File: src/logic/cssc_map.svh
// register offsets, field positions, fuse codes and timing constants of the clock/sleep block
`ifndef CSSC_MAP_SVH
`define CSSC_MAP_SVH
// ----------------------------------------------------------------
// register map (byte addresses, one aligned word each)
// ----------------------------------------------------------------
`define CSSC_ADDR_PWR_CTL 4'h0
`define CSSC_ADDR_TRIM 4'h4
`define CSSC_ADDR_STATUS 4'h8
`define CSSC_RESP_OKAY 2'h0
`define CSSC_RESP_SLVERR 2'h2
// ----------------------------------------------------------------
// power control register fields
// ----------------------------------------------------------------
`define CSSC_PC_SM2 7
`define CSSC_PC_SE 6
`define CSSC_PC_SM1 5
`define CSSC_PC_SM0 4
`define CSSC_PC_RESET 8'h00
// ----------------------------------------------------------------
// factory trim location and fuse codes
// ----------------------------------------------------------------
`define CSSC_SIG_ROW_TRIM_ADDR 8'h00
`define CSSC_CK_EXT 4'h0
`define CSSC_CK_RC_1M 4'h1
`define CSSC_CK_RC_8M 4'h4
`define CSSC_CK_XTAL_FIRST 4'hA
`define CSSC_SUT_NONE 2'h0
`define CSSC_SUT_SHORT 2'h1
`define CSSC_SUT_LONG 2'h2
`define CSSC_FUSE_CK_SHIPPED 4'h1
`define CSSC_FUSE_SUT_SHIPPED 2'h2
// ----------------------------------------------------------------
// trim range in percent of nominal
// ----------------------------------------------------------------
`define CSSC_PCT_MIN_LO 50
`define CSSC_PCT_MAX_LO 100
`define CSSC_TRIM_FULL 255
// ----------------------------------------------------------------
// timing
// ----------------------------------------------------------------
`define CSSC_CLK_PERIOD_NS 10
`define CSSC_T_RST_SHORT_US 4100
`define CSSC_T_RST_LONG_US 65000
`define CSSC_WAKE_CK 6
`define CSSC_WAKE_STALL 4
`endif

File: src/logic/cssc_pkg.sv
// types shared by the clock source and sleep control block
`default_nettype none
package cssc_pkg;
	// control sequencer, gray along reset -> run -> sleep -> wake
	typedef enum logic [1:0] {
		CSSC_ST_RST = 2'h0,
		CSSC_ST_RUN = 2'h1,
		CSSC_ST_SLEEP = 2'h3,
		CSSC_ST_WAKE = 2'h2
	} cssc_state_t;
	// power state select encoding
	typedef enum logic [2:0] {
		CSSC_M_IDLE = 3'h0,
		CSSC_M_ADCNR = 3'h1,
		CSSC_M_PDOWN = 3'h2,
		CSSC_M_PSAVE = 3'h3,
		CSSC_M_RSV4 = 3'h4,
		CSSC_M_RSV5 = 3'h5,
		CSSC_M_STBY = 3'h6,
		CSSC_M_XSTBY = 3'h7
	} cssc_mode_t;
	// whole state of the block
	typedef struct packed {
		cssc_state_t state;
		cssc_mode_t mode;
		logic [22:0] cnt;
		logic [7:0] pwr_ctl;
		logic [7:0] trim;
		logic [3:0] ck_fuse;
		logic [1:0] sut_fuse;
		logic opt_fuse;
		logic adc_start;
		logic resume;
		logic [3:0] awaddr;
		logic aw_ok;
		logic [7:0] wdata;
		logic wstrb0;
		logic w_ok;
		logic bvalid;
		logic [1:0] bresp;
		logic rvalid;
		logic [31:0] rdata;
		logic [1:0] rresp;
	} cssc_regs_t;
endpackage : cssc_pkg
`default_nettype wire

File: src/logic/cssc_top.sv
// clock source selection, rc trim and sleep sequencing with an axi4-lite register slave
`timescale 1ns/100ps
`default_nettype none
`include "cssc_map.svh"

module cssc_top import cssc_pkg::*; #(
	parameter int unsigned RST_SHORT_CYC = `CSSC_T_RST_SHORT_US * 1000 / `CSSC_CLK_PERIOD_NS,
	parameter int unsigned RST_LONG_CYC = `CSSC_T_RST_LONG_US * 1000 / `CSSC_CLK_PERIOD_NS
) (
	// clock and reset
	input wire logic aclk,
	input wire logic aresetn,
	// axi4-lite write address / data / response
	input wire logic [3:0] s_axi_awaddr,
	input wire logic s_axi_awvalid,
	output logic s_axi_awready,
	input wire logic [31:0] s_axi_wdata,
	input wire logic [3:0] s_axi_wstrb,
	input wire logic s_axi_wvalid,
	output logic s_axi_wready,
	output logic [1:0] s_axi_bresp,
	output logic s_axi_bvalid,
	input wire logic s_axi_bready,
	// axi4-lite read address / data
	input wire logic [3:0] s_axi_araddr,
	input wire logic s_axi_arvalid,
	output logic s_axi_arready,
	output logic [31:0] s_axi_rdata,
	output logic [1:0] s_axi_rresp,
	output logic s_axi_rvalid,
	input wire logic s_axi_rready,
	// fuse array and signature row, static while running
	input wire logic fuses_programmed,
	input wire logic [3:0] clock_source_fuses,
	input wire logic [1:0] startup_delay_fuses,
	input wire logic oscillator_option_fuse,
	output logic [7:0] sig_row_addr,
	input wire logic [7:0] sig_row_hi_byte,
	// cpu side
	input wire logic sleep_instr,
	input wire logic adc_enabled,
	input wire logic wake_ext_irq,
	input wire logic wake_async_irq,
	input wire logic wake_adc_irq,
	input wire logic wake_periph_irq,
	output logic cpu_resume,
	output logic adc_autostart,
	// oscillator control
	output logic rc_osc_en,
	output logic [1:0] rc_nominal_sel,
	output logic [7:0] rc_trim_value,
	output logic [7:0] rc_min_pct,
	output logic [7:0] rc_max_pct,
	output logic ext_clk_sel,
	output logic main_osc_en,
	output logic wdt_osc_en,
	// clock domain gates
	output logic clk_cpu_en,
	output logic clk_flash_en,
	output logic clk_io_en,
	output logic clk_adc_en,
	output logic clk_asy_en,
	output logic [3:0] int_sense_ctl
);

	// ----------------------------------------------------------------
	// state
	// ----------------------------------------------------------------
	cssc_regs_t q; // registered state
	cssc_regs_t d; // next state
	logic [3:0] ck_eff; // fuse code in effect at reset
	logic [1:0] sut_eff; // start-up code in effect at reset
	logic xtal_src; // crystal or resonator is the source
	logic mode_ok; // selected power state may be entered
	logic wake_hit; // wake source allowed in current mode
	logic osc_stopped; // oscillator is off in current mode
	logic do_wr; // both write halves are held
	logic [31:0] rd_word; // word for the read address
	logic [1:0] rd_resp; // answer for the read address
	cssc_mode_t sel_mode; // mode field of the control register

	// ----------------------------------------------------------------
	// decoding helpers
	// ----------------------------------------------------------------
	// blank fuse array falls back to the shipped settings
	assign ck_eff = fuses_programmed ? clock_source_fuses : `CSSC_FUSE_CK_SHIPPED;
	assign sut_eff = fuses_programmed ? startup_delay_fuses : `CSSC_FUSE_SUT_SHIPPED;
	assign xtal_src = (q.ck_fuse >= `CSSC_CK_XTAL_FIRST);
	// select bits are scattered: 7 is msb, then 5 and 4
	assign sel_mode = cssc_mode_t'({q.pwr_ctl[`CSSC_PC_SM2], q.pwr_ctl[`CSSC_PC_SM1],
		q.pwr_ctl[`CSSC_PC_SM0]});

	// which modes may be entered; reserved codes act as no sleep
	always_comb begin
		unique case (sel_mode)
			CSSC_M_RSV4, CSSC_M_RSV5: mode_ok = 1'b0;
			CSSC_M_STBY, CSSC_M_XSTBY: mode_ok = xtal_src;
			default: mode_ok = 1'b1;
		endcase
	end

	// wake sources per mode; idle takes everything
	always_comb begin
		unique case (q.mode)
			CSSC_M_IDLE: wake_hit = wake_ext_irq | wake_periph_irq | wake_async_irq |
				wake_adc_irq;
			CSSC_M_ADCNR: wake_hit = wake_ext_irq | wake_async_irq | wake_adc_irq;
			CSSC_M_PSAVE, CSSC_M_XSTBY: wake_hit = wake_ext_irq | wake_async_irq;
			default: wake_hit = wake_ext_irq;
		endcase
	end

	// only power-down and power-save stop the oscillator
	assign osc_stopped = (q.mode == CSSC_M_PDOWN) || (q.mode == CSSC_M_PSAVE);

	// ----------------------------------------------------------------
	// register read mux
	// ----------------------------------------------------------------
	always_comb begin
		rd_word = 32'h0000_0000;
		rd_resp = `CSSC_RESP_OKAY;
		unique case (s_axi_araddr)
			`CSSC_ADDR_PWR_CTL: rd_word = {24'h00_0000, q.pwr_ctl};
			`CSSC_ADDR_TRIM: rd_word = {24'h00_0000, q.trim};
			`CSSC_ADDR_STATUS: rd_word = {16'h0000, 2'h0, q.sut_fuse, q.ck_fuse,
				q.opt_fuse, main_osc_en, clk_asy_en, clk_adc_en, clk_io_en, clk_cpu_en,
				q.state};
			default: rd_resp = `CSSC_RESP_SLVERR; // unmapped word reads zero
		endcase
	end

	assign do_wr = q.aw_ok && q.w_ok && !q.bvalid;

	// ----------------------------------------------------------------
	// next state
	// ----------------------------------------------------------------
	always_comb begin
		d = q;
		d.adc_start = 1'b0;
		d.resume = 1'b0;
		// write address and data are taken in either order
		if (!q.aw_ok && !q.bvalid && s_axi_awvalid) begin
			d.awaddr = s_axi_awaddr;
			d.aw_ok = 1'b1;
		end
		if (!q.w_ok && !q.bvalid && s_axi_wvalid) begin
			d.wdata = s_axi_wdata[7:0];
			d.wstrb0 = s_axi_wstrb[0];
			d.w_ok = 1'b1;
		end
		if (do_wr) begin
			d.aw_ok = 1'b0;
			d.w_ok = 1'b0;
			d.bvalid = 1'b1;
			d.bresp = `CSSC_RESP_OKAY;
			unique case (q.awaddr)
				`CSSC_ADDR_PWR_CTL: begin
					if (q.wstrb0) begin
						d.pwr_ctl = q.wdata;
					end
				end
				`CSSC_ADDR_TRIM: begin
					if (q.wstrb0) begin
						d.trim = q.wdata;
					end
				end
				`CSSC_ADDR_STATUS: ; // read only, write dropped
				default: d.bresp = `CSSC_RESP_SLVERR;
			endcase
		end else if (q.bvalid && s_axi_bready) begin
			d.bvalid = 1'b0;
		end
		// read channel, one outstanding
		if (!q.rvalid && s_axi_arvalid) begin
			d.rvalid = 1'b1;
			d.rdata = rd_word;
			d.rresp = rd_resp;
		end else if (q.rvalid && s_axi_rready) begin
			d.rvalid = 1'b0;
		end
		// sleep sequencer
		unique case (q.state)
			CSSC_ST_RST: begin
				// reset time-out counts down in aclk cycles
				if (q.cnt == 23'h00_0000) begin
					d.state = CSSC_ST_RUN;
				end else begin
					d.cnt = q.cnt - 23'h00_0001;
				end
			end
			CSSC_ST_RUN: begin
				// the instruction does nothing unless enable is set
				if (sleep_instr && q.pwr_ctl[`CSSC_PC_SE] && mode_ok) begin
					d.state = CSSC_ST_SLEEP;
					d.mode = sel_mode;
					d.adc_start = adc_enabled && ((sel_mode == CSSC_M_IDLE) ||
						(sel_mode == CSSC_M_ADCNR));
				end
			end
			CSSC_ST_SLEEP: begin
				// start-up only where the oscillator was stopped
				if (wake_hit) begin
					d.state = CSSC_ST_WAKE;
					d.cnt = osc_stopped ? 23'(`CSSC_WAKE_CK + `CSSC_WAKE_STALL - 1) :
						23'(`CSSC_WAKE_STALL - 1);
				end
			end
			CSSC_ST_WAKE: begin
				if (q.cnt == 23'h00_0000) begin
					d.state = CSSC_ST_RUN;
					d.resume = 1'b1;
				end else begin
					d.cnt = q.cnt - 23'h00_0001;
				end
			end
		endcase
		// synchronous reset: also the way out of any sleep mode
		if (!aresetn) begin
			d = '0;
			d.state = CSSC_ST_RST;
			d.mode = CSSC_M_IDLE;
			d.pwr_ctl = `CSSC_PC_RESET;
			d.trim = sig_row_hi_byte;
			d.ck_fuse = ck_eff;
			d.sut_fuse = sut_eff;
			d.opt_fuse = oscillator_option_fuse;
			// reserved code 11 adds no reset delay
			unique case (sut_eff)
				`CSSC_SUT_SHORT: d.cnt = 23'(RST_SHORT_CYC);
				`CSSC_SUT_LONG: d.cnt = 23'(RST_LONG_CYC);
				default: d.cnt = 23'h00_0000;
			endcase
		end
	end

	// one register for the whole state
	always_ff @(posedge aclk) begin
		q <= d;
	end

	// ----------------------------------------------------------------
	// outputs
	// ----------------------------------------------------------------
	assign s_axi_awready = !q.aw_ok && !q.bvalid;
	assign s_axi_wready = !q.w_ok && !q.bvalid;
	assign s_axi_bvalid = q.bvalid;
	assign s_axi_bresp = q.bresp;
	assign s_axi_arready = !q.rvalid;
	assign s_axi_rvalid = q.rvalid;
	assign s_axi_rdata = q.rdata;
	assign s_axi_rresp = q.rresp;
	assign sig_row_addr = `CSSC_SIG_ROW_TRIM_ADDR;
	assign cpu_resume = q.resume;
	assign adc_autostart = q.adc_start;
	assign int_sense_ctl = q.pwr_ctl[3:0];
	// register file and memories are never reset or written here
	assign clk_flash_en = clk_cpu_en;

	// rc oscillator: codes 1..4 map to 1, 2, 4 and 8 MHz
	assign rc_osc_en = (q.ck_fuse >= `CSSC_CK_RC_1M) && (q.ck_fuse <= `CSSC_CK_RC_8M) &&
		main_osc_en;
	assign rc_nominal_sel = 2'(q.ck_fuse - `CSSC_CK_RC_1M);
	assign ext_clk_sel = (q.ck_fuse == `CSSC_CK_EXT);
	assign rc_trim_value = q.trim;
	// watchdog clock is independent of the chip clock choice
	assign wdt_osc_en = 1'b1;

	// trim range is linear in the trim value, so monotone by design
	assign rc_min_pct = 8'(`CSSC_PCT_MIN_LO + (32'(q.trim) * `CSSC_PCT_MIN_LO) /
		`CSSC_TRIM_FULL);
	assign rc_max_pct = 8'(`CSSC_PCT_MAX_LO + (32'(q.trim) * `CSSC_PCT_MAX_LO) /
		`CSSC_TRIM_FULL);

	// clock gates per power state
	always_comb begin
		clk_cpu_en = (q.state == CSSC_ST_RUN);
		clk_io_en = 1'b1;
		clk_adc_en = 1'b1;
		clk_asy_en = 1'b1;
		main_osc_en = 1'b1;
		if (q.state == CSSC_ST_SLEEP) begin
			unique case (q.mode)
				CSSC_M_IDLE: ;
				CSSC_M_ADCNR: clk_io_en = 1'b0;
				CSSC_M_PDOWN: begin
					{clk_io_en, clk_adc_en, clk_asy_en, main_osc_en} = 4'h0;
				end
				CSSC_M_PSAVE: {clk_io_en, clk_adc_en, main_osc_en} = 3'h0;
				CSSC_M_STBY: {clk_io_en, clk_adc_en, clk_asy_en} = 3'h0;
				default: {clk_io_en, clk_adc_en} = 2'h0; // extended standby
			endcase
		end
	end
endmodule : cssc_top
`default_nettype wire

File: config.mk
export PLATFORM = sky130hd
export DESIGN_NAME = cssc_top
export DESIGN_NICKNAME = d
export VERILOG_FILES = /design/src/logic/cssc_pkg.sv /design/src/logic/cssc_top.sv
export VERILOG_INCLUDE_DIRS = /design/src /design/src/logic
export SDC_FILE = /design/constraint.sdc
export NUM_CORES = 1
export LEC_CHECK = 0
export ABC_CLOCK_PERIOD_IN_PS = 20100
export BUFFER_PORTS_ARGS = -buffer_cell sky130_fd_sc_hd__buf_4
export CORE_MARGIN = 5
export CORE_UTILIZATION = 60
export DETAILED_ROUTE_END_ITERATION = 8
export MAX_ROUTING_LAYER = met4
export PLACE_DENSITY = 0.88
export SYNTH_ARGS = -nofsm -noshare
export SYNTH_HDL_FRONTEND = slang
export SYNTH_SLANG_ARGS = --single-unit
File: constraint.sdc
create_clock -name aclk -period 20.1 [get_ports aclk]
set_input_delay 2.01 -clock aclk [delete_from_list [all_inputs] [get_ports aclk]]
set_output_delay 2.01 -clock aclk [all_outputs]
set_load 0.01 [all_outputs]
* After elaboration in Yosys (flattened, before gate mapping)
Cells that the tools add are included.
** Operators by class
- Bitwise operators :: 6
- Multiplexer cells :: 44
- Order comparisons :: 3
- Multiply operators :: 2
- Reduce and logical (&&, ||, !) cells :: 46
- Add/sub/neg operators :: 4
- Eq/ne operators :: 28
- Divide/modulo/power cells :: 2
** Operator list (count)
- 101-bit 2-to-1 mux :: 1
- 23-bit case mux with 2 select lines :: 2
- 23-bit 2-to-1 mux :: 2
- 14-bit case mux with 3 select lines :: 1
- 34-bit 2-to-1 mux :: 1
- 14-bit by 8-bit divider with 32-bit output, second input constant :: 1
- 15-bit by 8-bit divider with 32-bit output, second input constant :: 1
- 8-bit 2-to-1 mux :: 4
- 8-bit by 5-bit multiplier with 13-bit output, second input constant :: 2
- 23-bit zero test :: 1
- 23-bit by 1-bit subtractor with 23-bit output, second input constant :: 1
- 3-bit equality test, second input constant :: 6
- 1-bit 2-to-1 mux :: 18
- 16-bit 2-to-1 mux :: 1
- 2-bit OR reduction :: 8
- 3-bit AND reduction :: 5
- 1-bit logical AND :: 14
- 4-bit zero test :: 3
- 2-bit 2-to-1 mux :: 6
- 10-bit 2-to-1 mux :: 1
- 5-bit 2-to-1 mux :: 2
- 2-bit by 1-bit != test with 1-bit output, second input constant :: 5
- 6-bit by 8-bit adder with 8-bit output, first input constant :: 1
- 7-bit by 8-bit adder with 8-bit output, first input constant :: 1
- other kinds (26) :: 47
** Word-level totals
- Flip-flop bits (word level) :: 106
- Bits of input ports :: 73
- Output and inout port bits :: 90
- Logic and storage cells :: 155

* Longest topological paths before layout
- Depth after elaboration :: 7
- Mapped depth :: 34
- Depth with buffers taken out :: 30

* Least setup slack after synthesis
No wires, ideal clock.
- Kind :: register to output
- Start point :: register q (netlist bit rc_trim_value[2])
- End point :: output port rc_max_pct[0]
- Data arrival time :: 8049 ps
- Required time :: 18090 ps
- Path slack :: 10041 ps
- Cell stages (with the launch flop) :: 31
- Buffers on the path :: 2
- Cell sequence :: edfxtp_1 clkbuf_1 inv_1 ha_1 ha_1 ha_1 fa_1 a211oi_1 o21a_1 o211a_2 and4_1 buf_6 ha_1 nor2b_1 a31oi_2 nor3_4 nor3_2 a311o_1 a21o_1 and2_1 or4b_1 nand4b_4 a221oi_4 xor2_2 nand4_1 a21boi_2 ha_1 nand4b_1 or2_1 nor2b_1 or4_1
** Between the ends
- Longest elaborated chain between the ends :: 3
** RTL lines
- from (decl) :: line cssc_top.sv:69 : cssc_regs_t q;
- from (signal assigned) :: line cssc_top.sv:238 : q <= d;
- 8-bit by 5-bit multiplier with 13-bit output (no line)
- 15-bit by 8-bit divider with 32-bit output (no line)
- 7-bit by 8-bit adder with 8-bit output (no line)
- to (decl) :: line cssc_top.sv:53 : output logic [7:0] rc_max_pct,
No other way between the ends.

* Final worst setup path
Same ends and word-level chain as after synthesis.

==> impl_metrics.json <==
{
  "critPathTopFamily": "simple AND/OR/NAND/NOR gates",
  "intPower_w": 0.000483,
  "vias": 6558,
  "antenna_found_initial": 0,
  "synth-seq-cells": 86,
  "hold_path_depth": 2,
  "gp_congestion": 0.959,
  "cts.sinks": 86,
  "required_ns": 18.09,
  "fin_hold_ws_ns": 0.454,
  "r2r_cells": 10,
  "cp_slowest_stage_delay_ns": 0.81,
  "viasPerCell": 5.99,
  "fin_crit_sh": 0.598,
  "crit_top_cell": "ha_1",
  "p_sw_w": 0.000344,
  "dpl_cell_area_um2": 8000,
  "crit_path_start_kind": "register",
  "finalPower_w": 0.000827,
  "synth_most_common_cell": "nand2_1",
  "reg2reg_slack_ns": 16.53,
  "drc": 0,
  "pin_count": 163,
  "fin_area_um2": 8270,
  "synth_area_um2": 7460,
  "start_util": 0.616,
  "ir_drop_uv": 73.6,
  "dpl.cell_count": 1078,
  "hold_viol_final": 0,
  "die_x_um": 122,
  "final_antenna_net_count": 0,
  "wl_per_cell_um": 16.8,
  "grtUsageMet3": 0.0438,
  "sequentialPowerShare": 0.254,
  "overflow": 0,
  "crit_path_max_fanout": 14,
  "p_leak_nw": 3.38,
  "p_comb_frac": 0.561,
  "fmax_mhz": 83.2,
  "drt-total-wl_um": 18300,
  "maxCapViolCount": 0,
  "fillers": 999,
  "cts_setup_buffers": 0,
  "synthArstFlopShare": 0,
  "cts_resized": 0,
  "setup_viol": 0,
  "clkTransAtPathRegs_ns": 0.06,
  "yosysWarnings": 0,
  "yosysTopAreaCell": "edfxtp_1",
  "dp_hpwl_um": 14400,
  "netlist_instances": 868,
  "drtIter0Drc": 573,
  "htreeDepth": 3,
  "worst-path-buf-inv": 2,
  "finalNetCount": 1040,
  "clk_latency_ns": 0.33,
  "critPathArrivalTime_ns": 10.01,
  "grt_setup_unrepaired": "false",
  "ctsHoldBuffers": 0,
  "synth_top_area_share": 0.153,
  "p_clk_frac": 0.185,
  "hold_class": "reg2reg",
  "first_pass_iters": 6,
  "slew_violations": 0,
  "stdcell_count": 1094,
  "cts_buffers": 9,
  "syn_area_per_cell_um2": 8.60,
  "grt_max_degree": 65,
  "synth_edf_count": 38,
  "io_buffers": 106,
  "track_usage": 0.252,
  "cts_tree": "built",
  "swShare": 0.416,
  "clk_path_buf_depth": 2,
  "power_density_nw_per_um2": 100,
  "grt_pass1_vias": 6130,
  "cp.depth": 29,
  "die_area_um2": 14800,
  "diodes": 0,
  "syn2layout_area_growth_pct": 10.9,
  "worstMarginPinSlew_ns": 1.12,
  "clockRootBuffer": "clkbuf_16",
  "outcome": "finished clean",
  "synth_commonest_cells": "79 x nand2_1, 76 x nor2_1, 59 x buf_4",
  "grt_pass1_wl_um": 29500,
  "met2_usage": 0.408,
  "worst_setup_path_end_kind": "output port",
  "clock_skew_ns": 0.00224,
  "critPathKind": "reg2out",
  "top_usage_layer": "met2",
  "cp_slowest_cell": "nor3_2",
  "rows": 40,
  "yosysUniqueCellTypes": 105,
  "tns_ns": 0,
  "min_period_ns": 12.02,
  "grt_use_met1": 0.315,
  "relSlewSlack": 0.248,
  "core_um2": 12100,
  "seq_area_frac_synth": 0.282,
  "die_y_um": 122,
  "drive_above_1_share": 0.195,
  "synthFlopType": "dfxtp_1",
  "netlist_top_cells_area": "edfxtp_1 15%, dfxtp_1 13%, ha_1 7.2%"
}
[per-layer routing]
metal / up-vias / part of all wire
met5: - / 0
met4: 0 / 0.026
met3: 44 / 0.074
met2: 291 / 0.49
met1: 3044 / 0.41
li1: 3179 / -
[state kept, by name, summed over array words and instances (netlist names)]
register and cells:
s_axi_rvalid 1, s_axi_rdata 14, q 54, cpu_resume 1, s_axi_rresp 1, adc_autostart 1
rc_trim_value 8, s_axi_bresp 1, int_sense_ctl 4, s_axi_bvalid 1
[tightest hold or removal path, stage by stage, from the launching register on]
cell and delay, ns:
dfxtp_1 0.31, nand2_1 0.05, a21oi_1 0.05
[power by group through the flow]
| stage | Combinational (W) | Clock [W] | Sequential [W] |
|---|---|---|---|
| global route | 0.000509 | 0.000162 | 0.000212 |
| CTS | 0.000460 | 0.000155 | 0.000210 |
| finish | 0.000464 | 0.000153 | 0.000210 |
| detailed placement | 0.000458 | 0 | 0.000214 |
| global placement | 0.000449 | 0 | 0.000213 |
| floorplan | 0.000346 | 0 | 0.000209 |
[per-stage QoR]
stage                util  setup WS, ns
finish              0.683          8.08
global route        0.683          7.42
CTS                 0.683          8.18
detailed placement  0.660          8.57
global placement    0.660          8.67
floorplan               -         10.04
[final timing paths]
kind                    startpoint               to
hold reg to reg    s_axi_rdata[13]  s_axi_rdata[13]
hold / removal     s_axi_rdata[13]  s_axi_rdata[13]
setup / recovery  rc_trim_value[2]    rc_max_pct[0]
setup reg to reg             q[80]            q[98]
[area by class of cell]
cell class | instances | area [µm²] | share of cell area
well taps | 168 | 210 | 0.0254
repair buffers | 108 | 811 | 0.0980
inverters | 35 | 134 | 0.0162
clock inverters | 1 | 5.00 | 0.000605
clock buffers | 15 | 272 | 0.0328
flip-flops and latches | 86 | 2100 | 0.254
multi-input cells | 681 | 4740 | 0.573
[logic make-up (layout without fill, tap and decap cells)]
group / count (synthesis) / in the layout / synth area share
compound gates: 210 / 210 / 0.212
xor+xnor: 48 / 48 / 0.0594
fa+ha+maj: 46 / 46 / 0.0802
buf+inv: 128 / 159 / 0.0978
flops: 86 / 86 / 0.282
mux: 28 / 28 / 0.0392
other cells: 2 / 29 / 0.00101
simple gates: 320 / 320 / 0.229
[layout by cell type (no fill, tap or decap), types with 28 or more instances in the layout]
cell      count
a21oi_1      48
buf_4       108
conb_1       29
dfxtp_1      48
edfxtp_1     38
ha_1         43
inv_1        32
nand2_1      79
nor2_1       76
nor3_1       33
o21ai_0      37
xnor2_1      28
Note: power is estimated with default switching activity, not from simulation.
